[src/pkg/npc_pkg.sv]
/*
  npc_pkg: offsets, field positions, reset values and encodings of the
  namespace protection and sharing capability bytes.
  Assumes a byte-wide register port with offsets as printed (0x1c..0x1e).
*/
package npc_pkg;

  // register offsets
  localparam logic [7:0] OFS_PROT_CAP   = 8'h1c;
  localparam logic [7:0] OFS_PROT_SET   = 8'h1d;
  localparam logic [7:0] OFS_SHARE_CAP  = 8'h1e;
  localparam logic [7:0] OFS_CFG_CAP    = 8'h40;
  localparam logic [7:0] OFS_CFG_SET    = 8'h41;
  localparam logic [7:0] OFS_CFG_SHARE  = 8'h42;
  localparam logic [7:0] OFS_STATUS     = 8'h43;

  // capability byte fields
  localparam int CAP_TYPE1_BIT   = 0;
  localparam int CAP_TYPE2_BIT   = 1;
  localparam int CAP_TYPE3_BIT   = 2;
  localparam int CAP_FIRST8_BIT  = 3;
  localparam int CAP_LAST8_BIT   = 4;
  localparam logic [7:0] CAP_VALID_MASK = 8'h1f;

  // type-settings byte fields
  localparam int SET_FIRST8_BIT  = 3;
  localparam logic [7:0] SET_VALID_MASK = 8'h0f;

  // sharing byte fields
  localparam int SHARE_BIT       = 0;
  localparam logic [7:0] SHARE_VALID_MASK = 8'h01;

  // status byte fields
  localparam int STS_REJECT_BIT  = 0;

  typedef enum logic [2:0] {
    PI_OFF   = 3'b000,
    PI_TYPE1 = 3'b001,
    PI_TYPE2 = 3'b010,
    PI_TYPE3 = 3'b011
  } npc_pi_mode_t;

  // reset values
  localparam logic [7:0] RST_PROT_CAP  = 8'h00;
  localparam logic [7:0] RST_PROT_SET  = 8'h00;
  localparam logic [7:0] RST_SHARE_CAP = 8'h00;
  localparam logic [7:0] RST_READ_DATA = 8'h00;

endpackage : npc_pkg

[src/verilog/npc_regs.sv]
/*
  npc_regs: read-only namespace protection capability, protection setting
  and sharing capability bytes, plus the configuration registers that
  firmware uses to load them.
  Assumes a single synchronous master on a plain strobe port; read data
  appear the cycle after the read strobe and only then.
*/
// Operation
// - several protection capability bits may be set together; bits 7:5 reserved.
// - capability bit 4 set exactly when last eight metadata bytes supported.
// - capability bit 3 set exactly when first eight metadata bytes supported.
// - capability bits 2,1,0 set exactly when types 3,2,1 supported.
// - setting bit 3 is 1 for first eight bytes, 0 for last eight.
// - setting bits 2:0 give off or type 1..3; codes 100b-111b never reported.
// - setting bits 7:4 reserved.
// - sharing bit 0 set when namespace may attach to several controllers.
// - sharing bit 0 clear when private; bits 7:1 reserved.
`timescale 1ns/1ps
module npc_regs (
  // clock and reset
  input  wire logic       MCLK_I,
  input  wire logic       ARST_N_I,
  // register port
  input  wire logic [7:0] ADDR_I,
  input  wire logic [7:0] WDATA_I,
  input  wire logic       WR_I,
  input  wire logic       RD_I,
  output logic      [7:0] RDATA_O,
  // reported bytes
  output logic      [7:0] PROT_CAP_O,
  output logic      [7:0] PROT_SET_O,
  output logic      [7:0] SHARE_CAP_O
);

  logic [7:0] prot_cap;
  logic [7:0] prot_set;
  logic [7:0] share_cap;
  logic       reject;
  logic [7:0] rdata;
  logic       set_legal;
  logic       cand_legal;

  // one place for address matching; write and read decode share the offsets
  function automatic logic addr_is(input logic [7:0] addr, input logic [7:0] ofs);
    return addr == ofs;
  endfunction : addr_is

  // decode
  wire logic       wr_cap   = WR_I & addr_is(ADDR_I, npc_pkg::OFS_CFG_CAP);
  wire logic       wr_set   = WR_I & addr_is(ADDR_I, npc_pkg::OFS_CFG_SET);
  wire logic       wr_share = WR_I & addr_is(ADDR_I, npc_pkg::OFS_CFG_SHARE);
  wire logic       wr_sts   = WR_I & addr_is(ADDR_I, npc_pkg::OFS_STATUS);
  // the reported bytes are read-only; a write there must leave every byte alone
  wire logic       wr_ro    = WR_I & (addr_is(ADDR_I, npc_pkg::OFS_PROT_CAP)
                                    | addr_is(ADDR_I, npc_pkg::OFS_PROT_SET)
                                    | addr_is(ADDR_I, npc_pkg::OFS_SHARE_CAP));

  // read selects: a reported byte and its config mirror return the same flops
  wire logic       sel_cap     = addr_is(ADDR_I, npc_pkg::OFS_PROT_CAP)
                               | addr_is(ADDR_I, npc_pkg::OFS_CFG_CAP);
  wire logic       sel_set     = addr_is(ADDR_I, npc_pkg::OFS_PROT_SET)
                               | addr_is(ADDR_I, npc_pkg::OFS_CFG_SET);
  wire logic       sel_share   = addr_is(ADDR_I, npc_pkg::OFS_SHARE_CAP)
                               | addr_is(ADDR_I, npc_pkg::OFS_CFG_SHARE);
  wire logic       sel_sts     = addr_is(ADDR_I, npc_pkg::OFS_STATUS);
  wire logic       addr_mapped = sel_cap | sel_set | sel_share | sel_sts;

  // reserved bits are dropped on the way in so they can never read back
  wire logic [7:0] cap_in   = WDATA_I & npc_pkg::CAP_VALID_MASK;
  wire logic [7:0] set_in   = WDATA_I & npc_pkg::SET_VALID_MASK;
  wire logic [7:0] share_in = WDATA_I & npc_pkg::SHARE_VALID_MASK;

  // a setting is checked against the capability that will hold after the write
  wire logic [7:0] cand_cap = wr_cap ? cap_in : prot_cap;
  wire logic [7:0] cand_set = wr_set ? set_in : prot_set;

  npc_check u_check (
    .cap_i   (cand_cap),
    .set_i   (cand_set),
    .legal_o (cand_legal)
  );

  // a capability write that would strand the active setting also disables it
  wire logic       take_set = wr_set & cand_legal;
  wire logic       drop_set = wr_cap & ~wr_set & ~cand_legal;
  wire logic       bad_wr   = (wr_set & ~cand_legal) | drop_set;

  wire logic [7:0] next_prot_cap  = wr_cap ? cap_in : prot_cap;
  wire logic [7:0] next_prot_set  = take_set ? set_in :
                                    drop_set ? npc_pkg::RST_PROT_SET : prot_set;
  wire logic [7:0] next_share_cap = wr_share ? share_in : share_cap;
  // hardware set wins over a software clear in the same cycle
  wire logic       next_reject    = bad_wr | (reject & ~(wr_sts & WDATA_I[npc_pkg::STS_REJECT_BIT]));

  wire logic [7:0] rd_mux =
      sel_cap   ? prot_cap :
      sel_set   ? prot_set :
      sel_share ? share_cap :
      sel_sts   ? {7'h00, reject} :
                  npc_pkg::RST_READ_DATA;
  // read data only in the cycle after the strobe
  wire logic [7:0] next_rdata = RD_I ? rd_mux : npc_pkg::RST_READ_DATA;

  always_ff @(posedge MCLK_I or negedge ARST_N_I) begin
    if (!ARST_N_I) begin
      prot_cap  <= npc_pkg::RST_PROT_CAP;
      prot_set  <= npc_pkg::RST_PROT_SET;
      share_cap <= npc_pkg::RST_SHARE_CAP;
      reject    <= 1'b0;
      rdata     <= npc_pkg::RST_READ_DATA;
    end else begin
      prot_cap  <= next_prot_cap;
      prot_set  <= next_prot_set;
      share_cap <= next_share_cap;
      reject    <= next_reject;
      rdata     <= next_rdata;
    end
  end

  assign RDATA_O     = rdata;
  assign PROT_CAP_O  = prot_cap;
  assign PROT_SET_O  = prot_set;
  assign SHARE_CAP_O = share_cap;

  // live legality of the stored pair, for checking only
  npc_check u_live (
    .cap_i   (prot_cap),
    .set_i   (prot_set),
    .legal_o (set_legal)
  );
endmodule : npc_regs

[src/verilog/npc_check.sv]
/*
  npc_check: decides whether a requested protection setting is legal
  against a capability byte.
  Assumes both bytes are already masked to their defined bits.
*/
`timescale 1ns/1ps
module npc_check (
  // inputs
  input  wire logic [7:0] cap_i,
  input  wire logic [7:0] set_i,
  // result
  output logic            legal_o
);

  wire logic [2:0] mode      = set_i[2:0];
  wire logic       first8    = set_i[npc_pkg::SET_FIRST8_BIT];
  wire logic       type_ok   = (mode == npc_pkg::PI_OFF)
                             | ((mode == npc_pkg::PI_TYPE1) & cap_i[npc_pkg::CAP_TYPE1_BIT])
                             | ((mode == npc_pkg::PI_TYPE2) & cap_i[npc_pkg::CAP_TYPE2_BIT])
                             | ((mode == npc_pkg::PI_TYPE3) & cap_i[npc_pkg::CAP_TYPE3_BIT]);
  // placement only matters once a type is enabled
  wire logic       place_ok  = (mode == npc_pkg::PI_OFF)
                             | (first8 ? cap_i[npc_pkg::CAP_FIRST8_BIT]
                                       : cap_i[npc_pkg::CAP_LAST8_BIT]);

  assign legal_o = type_ok & place_ok;

endmodule : npc_check

[config.mk]
export PLATFORM = sky130hd
export DESIGN_NAME = npc_regs
export DESIGN_NICKNAME = d
export VERILOG_FILES = /design/src/pkg/npc_pkg.sv /design/src/verilog/npc_regs.sv /design/src/verilog/npc_check.sv
export SDC_FILE = /design/constraint.sdc
export NUM_CORES = 1
export LEC_CHECK = 0
export ABC_AREA = 1
export BUFFER_PORTS_ARGS = -buffer_cell sky130_fd_sc_hd__buf_4
export CAP_MARGIN = 20
export CORE_ASPECT_RATIO = 0.7
export CORE_MARGIN = 8
export CORE_UTILIZATION = 51
export CTS_CLUSTER_DIAMETER = 50
export CTS_CLUSTER_SIZE = 12
export DETAILED_ROUTE_END_ITERATION = 10
export GPL_TIMING_DRIVEN = 0
export HOLD_SLACK_MARGIN = 0.05
export PLACE_DENSITY = 0.86
export SLEW_MARGIN = 40
export SYNTH_ARGS = -nofsm -noshare
export SYNTH_HDL_FRONTEND = slang
export SYNTH_HIERARCHICAL = 1
export SYNTH_SLANG_ARGS = --single-unit
[constraint.sdc]
create_clock -name MCLK_I -period 3.2 [get_ports MCLK_I]
set_clock_uncertainty 0.1 [all_clocks]
set_input_delay 0.48 -clock MCLK_I [delete_from_list [all_inputs] [get_ports MCLK_I]]
set_output_delay 0.48 -clock MCLK_I [all_outputs]
set_load 0.03 [all_outputs]
==> reports/qor.csv, run 1 <==
stage;metric;value;unit
status;status;complete, no violations;
die;I/O pins;52;
routing;routed wirelength normalized by instance count;12.81;µm
clock_tree;cts repair resizes;0;
finish;Final #Nets;235;
placement;Buffers on Ports;37;
worst_setup_path;crit path DAT;2400;ps
flow_run;max cap viols;0;
synth;Seq/Total Area, Yosys;45.27;%
worst_setup_path;most frequent CP cell;nand2_1;
worst_setup_path;Critical Path Start;ADDR_I[7];
pwr;Pleak;0.9254;nW
die;Die H;56.86;µm
finish;share of layout cells above drive strength 1;30.37;%
worst_hold_path;Hold WC Path Type;input port to flip-flop;
clock_tree;CTS sink cnt;22;
pwr;cell-internal power;0.4633;mW
placement;Detail Placement HPWL;2518;µm
sta;Tcrit/Tclk final;70.14;%
worst_hold_path;HP Start;WDATA_I[4];
placement;DP Worst Slack;675.6;ps
global_route;pin count of the biggest net entering global routing;23;
synth;Syn. warnings;6;
sta;RSZ-0062 raised after global routing;no;
pwr;overall power;0.6416;mW
pwr;Clk network pwr share;33.1;%
routing;antenna viol nets, final;0;
synth;synthesized area;0.001216;mm²
placement;Cell Area, Placed;0.001572;mm²
clock_tree;TritonCTS Buffers;3;
finish;Layout area overhead;34.36;%
worst_setup_path;critical path class;input port to flip-flop;
worst_setup_path;CP max stage delay;330;ps
sta;Sum Neg Setup Slack;0;ps
global_route;number of global-route vias before repair;1144;
placement;Inst Count DP;241;
clock_tree;Max Root-Sink Buffers;2;
die;die width;74.37;µm
pwr;Reg power frac;46.2;%
clock_tree;worst skew pair latency;310;ps
routing;drt initial violations;83;
pwr;Sw Share;27.79;%
die;Die Area;0.004228;mm²
global_route;total gr overflow;0;
die;Initial Util;55.10;%
pwr;worst vdd ir;0.0002995;V
routing;vias;1208;
worst_setup_path;Worst R2R Start;PROT_SET_O[0];
sta;Highest Clock Rate;445.5;MHz
global_route;all-layer global routing usage;14.89;%
pwr;Logic pwr share;20.7;%
finish;most common cell after layout, fill and taps aside;buf_4;
sta;fin crit period;2245;ps
clock_tree;# Post-CTS Setup Buffers;0;
finish;Core Util, Final;74.04;%
synth;Mapped Cells;162;
routing;DRT Pass-1 Iters;4;
synth;synth unique cells;18;
pwr;Switch Pwr;0.1783;mW
worst_setup_path;Max Fanout on Critical Path;8;
worst_setup_path;Worst setup SP type;input port;
pwr;Power Density;392.7;mW/mm²
sta;final max-slew violation count;0;
die;Core Footprint;0.002207;mm²
routing;routed wire length;3151;µm
routing;drt drc;0;
sta;Hold WS;307.3;ps
clock_tree;Max H-tree Level;1;
placement;GP Congestion;0.8741;
synth;flops & latches, synth;22;
worst_setup_path;Critical Path Sink Type;flip-flop;
clock_tree;TritonCTS clock tree;built;
global_route;antenna violations before repair;0;
synth;Syn Area/Cell;7.507;µm²
routing;Via density;4.911;
worst_setup_path;critical path, cell by cell;buf_4 -> inv_1 -> nand2_1 -> nor2_4 -> nand4_1 -> o21ai_0 -> nand2_1 -> nand3_1 -> nand2_1 -> a21oi_2 -> inv_1 -> nand2_2 -> nand3_1 -> o21ai_2;
clock_tree;root buf cell;clkbuf_4;
worst_setup_path;crit path max-delay cell type;o21ai_0;
sta;Final Hold Violating Endpoints;0;
finish;final std cells w/o fill;246;
finish;ant diodes;0;
finish;most frequent cells in the layout;buf_4, nand2_1, inv_1;
worst_setup_path;Worst EP required;3350;ps
die;Rows;14;
sta;final worst slack;955.4;ps
sta;endpoints failing setup;0;
clock_tree;Hold-fix buffers, CTS;1;
global_route;global-route wire length before repair;5064;µm
clock_tree;clk slew on worst S/H paths;120;ps
finish;cell area after layout;0.001634;mm²
flip-flops by register name (all words and copies together), names as in the netlist:
register	cells
PROT_CAP_O	8
RDATA_O	8
PROT_SET_O	4
SHARE_CAP_O	1
reject	1
layout make-up:
cell class / instances / area (µm²)
clock buffers: 3 / 22.52
well taps: 32 / 40.04
repair buffers: 38 / 287.8
inverters: 26 / 97.59
multi-input cells: 113 / 523.0
clock inverters: 1 / 30.03
plain buffers: 11 / 82.58
flip-flops and latches: 22 / 550.5
fillers: 175 / 573.1
worst max-delay path: cells and delay by family:
family,cells,cell delay (ps)
AO/OA/AOI/OAI,3,600
AND/OR/NAND/NOR,8,1070
buffers and inverters,3,240
cells in the mapped netlist:
master	number	share of area, %
conb_1	1	0.31
nor2_1	18	5.6
nor3_1	1	0.41
nand2_1	42	13
nand3_1	10	4.1
nand2_2	4	2.1
a21oi_2	1	0.72
nand2_4	1	0.93
inv_2	1	0.31
o21ai_0	8	3.3
inv_1	25	7.7
o21ai_1	6	2.5
nand4_1	1	0.51
a21oi_1	4	1.6
o21ai_2	3	2.2
nor2_4	3	2.8
dfrtp_1	22	45
buf_4	11	6.8
per-layer routing:
layer / vias up / global-route usage [%] / routed length (µm)
met1: 554 / 17.44 / 1187
li1: 586 / - / -
met4: 0 / 2.500 / 18
met2: 64 / 25.77 / 1627
met5: - / 0 / 0
met3: 4 / 4.779 / 318
power groups by stage:
| stage | registers (mW) | logic, mW | clock network, mW |
|---|---|---|---|
| 2_1_floorplan | 0.320 | 0.0628 | 0 |
| 3_3_place_gp | 0.301 | 0.126 | 0 |
| 3_5_place_dp | 0.302 | 0.130 | 0 |
| 4_1_cts | 0.296 | 0.132 | 0.214 |
| 5_1_grt | 0.297 | 0.143 | 0.227 |
| 6_report | 0.296 | 0.133 | 0.212 |
logic make-up (layout without fill, tap and decap cells):
kind of cell           after synthesis  count (layout)  synth area share, %
other                                1              11               0.3083
DFF                                 22              22                45.27
and+or+nand+nor                     80              80                29.32
buffers and inverters               37              79                14.81
AOI/OAI and AO/OA                   22              22                10.29
path summary, 6_finish.rpt:
check | endpoint | slack [ps] | cells after the start
setup / recovery | PROT_SET_O[1] | 960 | 14
hold / removal | PROT_CAP_O[4] | 310 | 3
setup reg to reg | PROT_SET_O[1] | 1500 | 11
hold reg to reg | SHARE_CAP_O[0] | 430 | 2
max in group asynchronous | RDATA_O[4] | 2290 | 2
min in group asynchronous | PROT_CAP_O[0] | 490 | 2
Note: power is estimated with default switching activity, not from simulation.
==> run 2: changes to the inputs <==
CORE_UTILIZATION = 43   (was 51)
PLACE_DENSITY = 0.77   (was 0.86)
clock period = 2.05 ns   (was 3.2 ns; I/O delays follow)
==> reports/qor.csv, run 2 (synthesis results as in run 1) <==
stage;metric;value;unit;change
status;status;complete, no violations;;
finish;Layout area overhead;44.55;%;
die;die width;79.57;µm;+7.0%
worst_setup_path;CP max stage delay;210;ps;-120 ps
routing;drt initial violations;30;;-64%
pwr;Reg power frac;43.1;%;-3.1 points
pwr;Switch Pwr;0.2862;mW;+60%
worst_setup_path;crit path DAT;2030;ps;-370 ps
routing;routed wire length;2909;µm;-7.7%
global_route;all-layer global routing usage;11.91;%;-3.0 points
clock_tree;root buf cell;clkbuf_8;;
worst_setup_path;critical path, cell by cell;buf_4 -> inv_2 -> nand2_4 -> nor2_4 -> nand2_4 -> nor2_4 -> inv_4 -> nand2_2 -> o21ai_2 -> inv_1 -> nand2_1 -> nand3_1 -> nand2_1 -> a21oi_2 -> inv_1 -> nand2_2 -> nand3_2 -> o21ai_2;;
worst_setup_path;Worst EP required;2140;ps;-1210 ps
routing;Via density;4.423;;-9.9%
sta;endpoints failing setup;0;;unchanged
sta;final worst slack;114.7;ps;-840.7 ps
clock_tree;TritonCTS Buffers;3;;unchanged
clock_tree;Max Root-Sink Buffers;2;;unchanged
worst_setup_path;Worst R2R Start;PROT_CAP_O[4];;
finish;most common cell after layout, fill and taps aside;buf_4;;
die;Initial Util;44.34;%;-11 points
die;Rows;16;;+2
worst_setup_path;critical path class;input port to flip-flop;;
pwr;Pleak;0.9788;nW;+5.8%
finish;Seq. cell area;550.5;µm²;unchanged
routing;antenna viol nets, final;0;;unchanged
pwr;worst vdd ir;0.0006062;V;+100%
clock_tree;worst skew pair latency;260;ps;-50 ps
pwr;Logic pwr share;19.9;%;-0.8 points
routing;routed wirelength normalized by instance count;11.50;µm;-10%
routing;DRT Pass-1 Iters;4;;unchanged
sta;Final Hold Violating Endpoints;0;;unchanged
worst_setup_path;R2R Setup Slk;360;ps;-1140 ps
finish;share of layout cells above drive strength 1;40.09;%;+9.7 points
flow_run;max cap viols;0;;unchanged
worst_hold_path;HP Start;WDATA_I[4];;
sta;Tcrit/Tclk final;94.41;%;
die;I/O pins;52;;unchanged
pwr;cell-internal power;0.7913;mW;+71%
pwr;Clk network pwr share;37.0;%;+3.9 points
routing;drt drc;0;;unchanged
global_route;global-route wire length before repair;4540;µm;-10%
global_route;pin count of the biggest net entering global routing;23;;unchanged
placement;Detail Placement HPWL;2266;µm;-10%
clock_tree;clk slew on worst S/H paths;80;ps;-40 ps
die;Die Area;0.004813;mm²;+14%
finish;area occupied by multi-input gates;598.1;µm²;+14%
worst_setup_path;Critical Path Sink Type;flip-flop;;
placement;DP Worst Slack;-341.0;ps;-1017 ps
clock_tree;CTS sink cnt;22;;unchanged
worst_setup_path;Critical Path Start;ADDR_I[5];;
clock_tree;Max H-tree Level;1;;unchanged
finish;most frequent cells in the layout;buf_4, nand2_1, inv_1;;
pwr;Power Density;612.9;mW/mm²;+56%
global_route;antenna violations before repair;0;;unchanged
worst_setup_path;crit path max-delay cell type;a21oi_2;;
sta;fin crit period;1935;ps;
global_route;number of global-route vias before repair;966;;-16%
routing;vias;1119;;-7.4%
finish;Final #Nets;238;;+1.3%
pwr;Sw Share;26.56;%;-1.2 points
die;Core Footprint;0.002743;mm²;+24%
clock_tree;TritonCTS clock tree;built;;
global_route;total gr overflow;0;;unchanged
finish;fillers;230;;+31%
sta;final max-slew violation count;0;;unchanged
die;Die H;60.50;µm;+6.4%
finish;ant diodes;0;;unchanged
worst_setup_path;Worst setup SP type;input port;;
worst_hold_path;Hold WC Path Type;input port to flip-flop;;
worst_setup_path;Max Fanout on Critical Path;8;;unchanged
sta;Highest Clock Rate;516.7;MHz;
placement;Buffers on Ports;37;;unchanged
placement;GP Congestion;0.7933;;-9.2%
finish;Core Util, Final;64.10;%;-9.9 points
run 2: cell count changes in the layout (fill, tap and decap cells not counted), moves of 3 or more:
| cell | previous run | this run |
|---|---|---|
| buf_4 | 48 | 51 |
| clkbuf_4 | 3 | 0 |
| clkbuf_8 | 0 | 3 |
| nand2_1 | 42 | 37 |
| nand2_2 | 4 | 7 |
| nand3_1 | 10 | 6 |
| nand3_2 | 0 | 4 |
| o21ai_0 | 8 | 3 |
| o21ai_2 | 3 | 9 |
run 2: metal layers:
layer	part of all wire, %	routed length, µm	vias to the layer above	track usage, %
met5	0	0	-	0
met4	0.41	12	0	2.362
met3	7.6	221	2	5.621
met2	46	1339	28	18.17
met1	46	1335	503	15.04
li1	-	-	586	-
run 2: power by group through the flow:
stage               clock network [mW]  registers, mW  logic [mW]
finish                           0.399          0.464       0.215
global route                     0.422          0.466       0.236
CTS                              0.406          0.463       0.202
detailed placement                   0          0.472       0.199
global placement                     0          0.471       0.197
floorplan                            0          0.500      0.0981
run 2: timing repair:
item,CTS,global route
resized for setup,1,27
pin swaps,1,8
endpoints found under the hold margin,22,0
setup buffers,1,2
endpoints found under the setup margin,5,5
hold buffers,1,0
run 2: through the flow:
stage	power (mW)	hold slack, ps	setup TNS, ps	cells	area [µm²]
after detailed placement	0.6710	110.8	-1599	245	1577
after global routing	1.125	194.5	-252.2	253	1758
final	1.077	202.8	0	253	1758
after CTS	1.071	197.6	0	251	1665
after global placement	0.6684	107.6	-1451	245	1577
after floorplan	0.5977	-88.09	0	172	1254
run 2: critical path: cells and delay by family:
kind	cells	cell delay [ps]
AOI/OAI and AO/OA	3	320
and+or+nand+nor	10	970
buffers and inverters	5	430
run 2: final cells by class:
type                    count  area share, %
clock inverters             1          1.708
inverters                  26          5.694
multi-input cells         113          34.02
plain buffers              11          4.697
well taps                  36          2.562
clock buffers               3          2.349
flip-flops and latches     22          31.32
repair buffers             41          17.65
run 2: final timing paths:
check,depth (start not counted),to
setup / recovery,18,PROT_SET_O[2]
setup reg to reg,10,PROT_SET_O[2]
min in group asynchronous,2,RDATA_O[6]
max in group asynchronous,2,PROT_CAP_O[0]
hold reg to reg,2,PROT_CAP_O[5]
hold / removal,3,PROT_CAP_O[4]
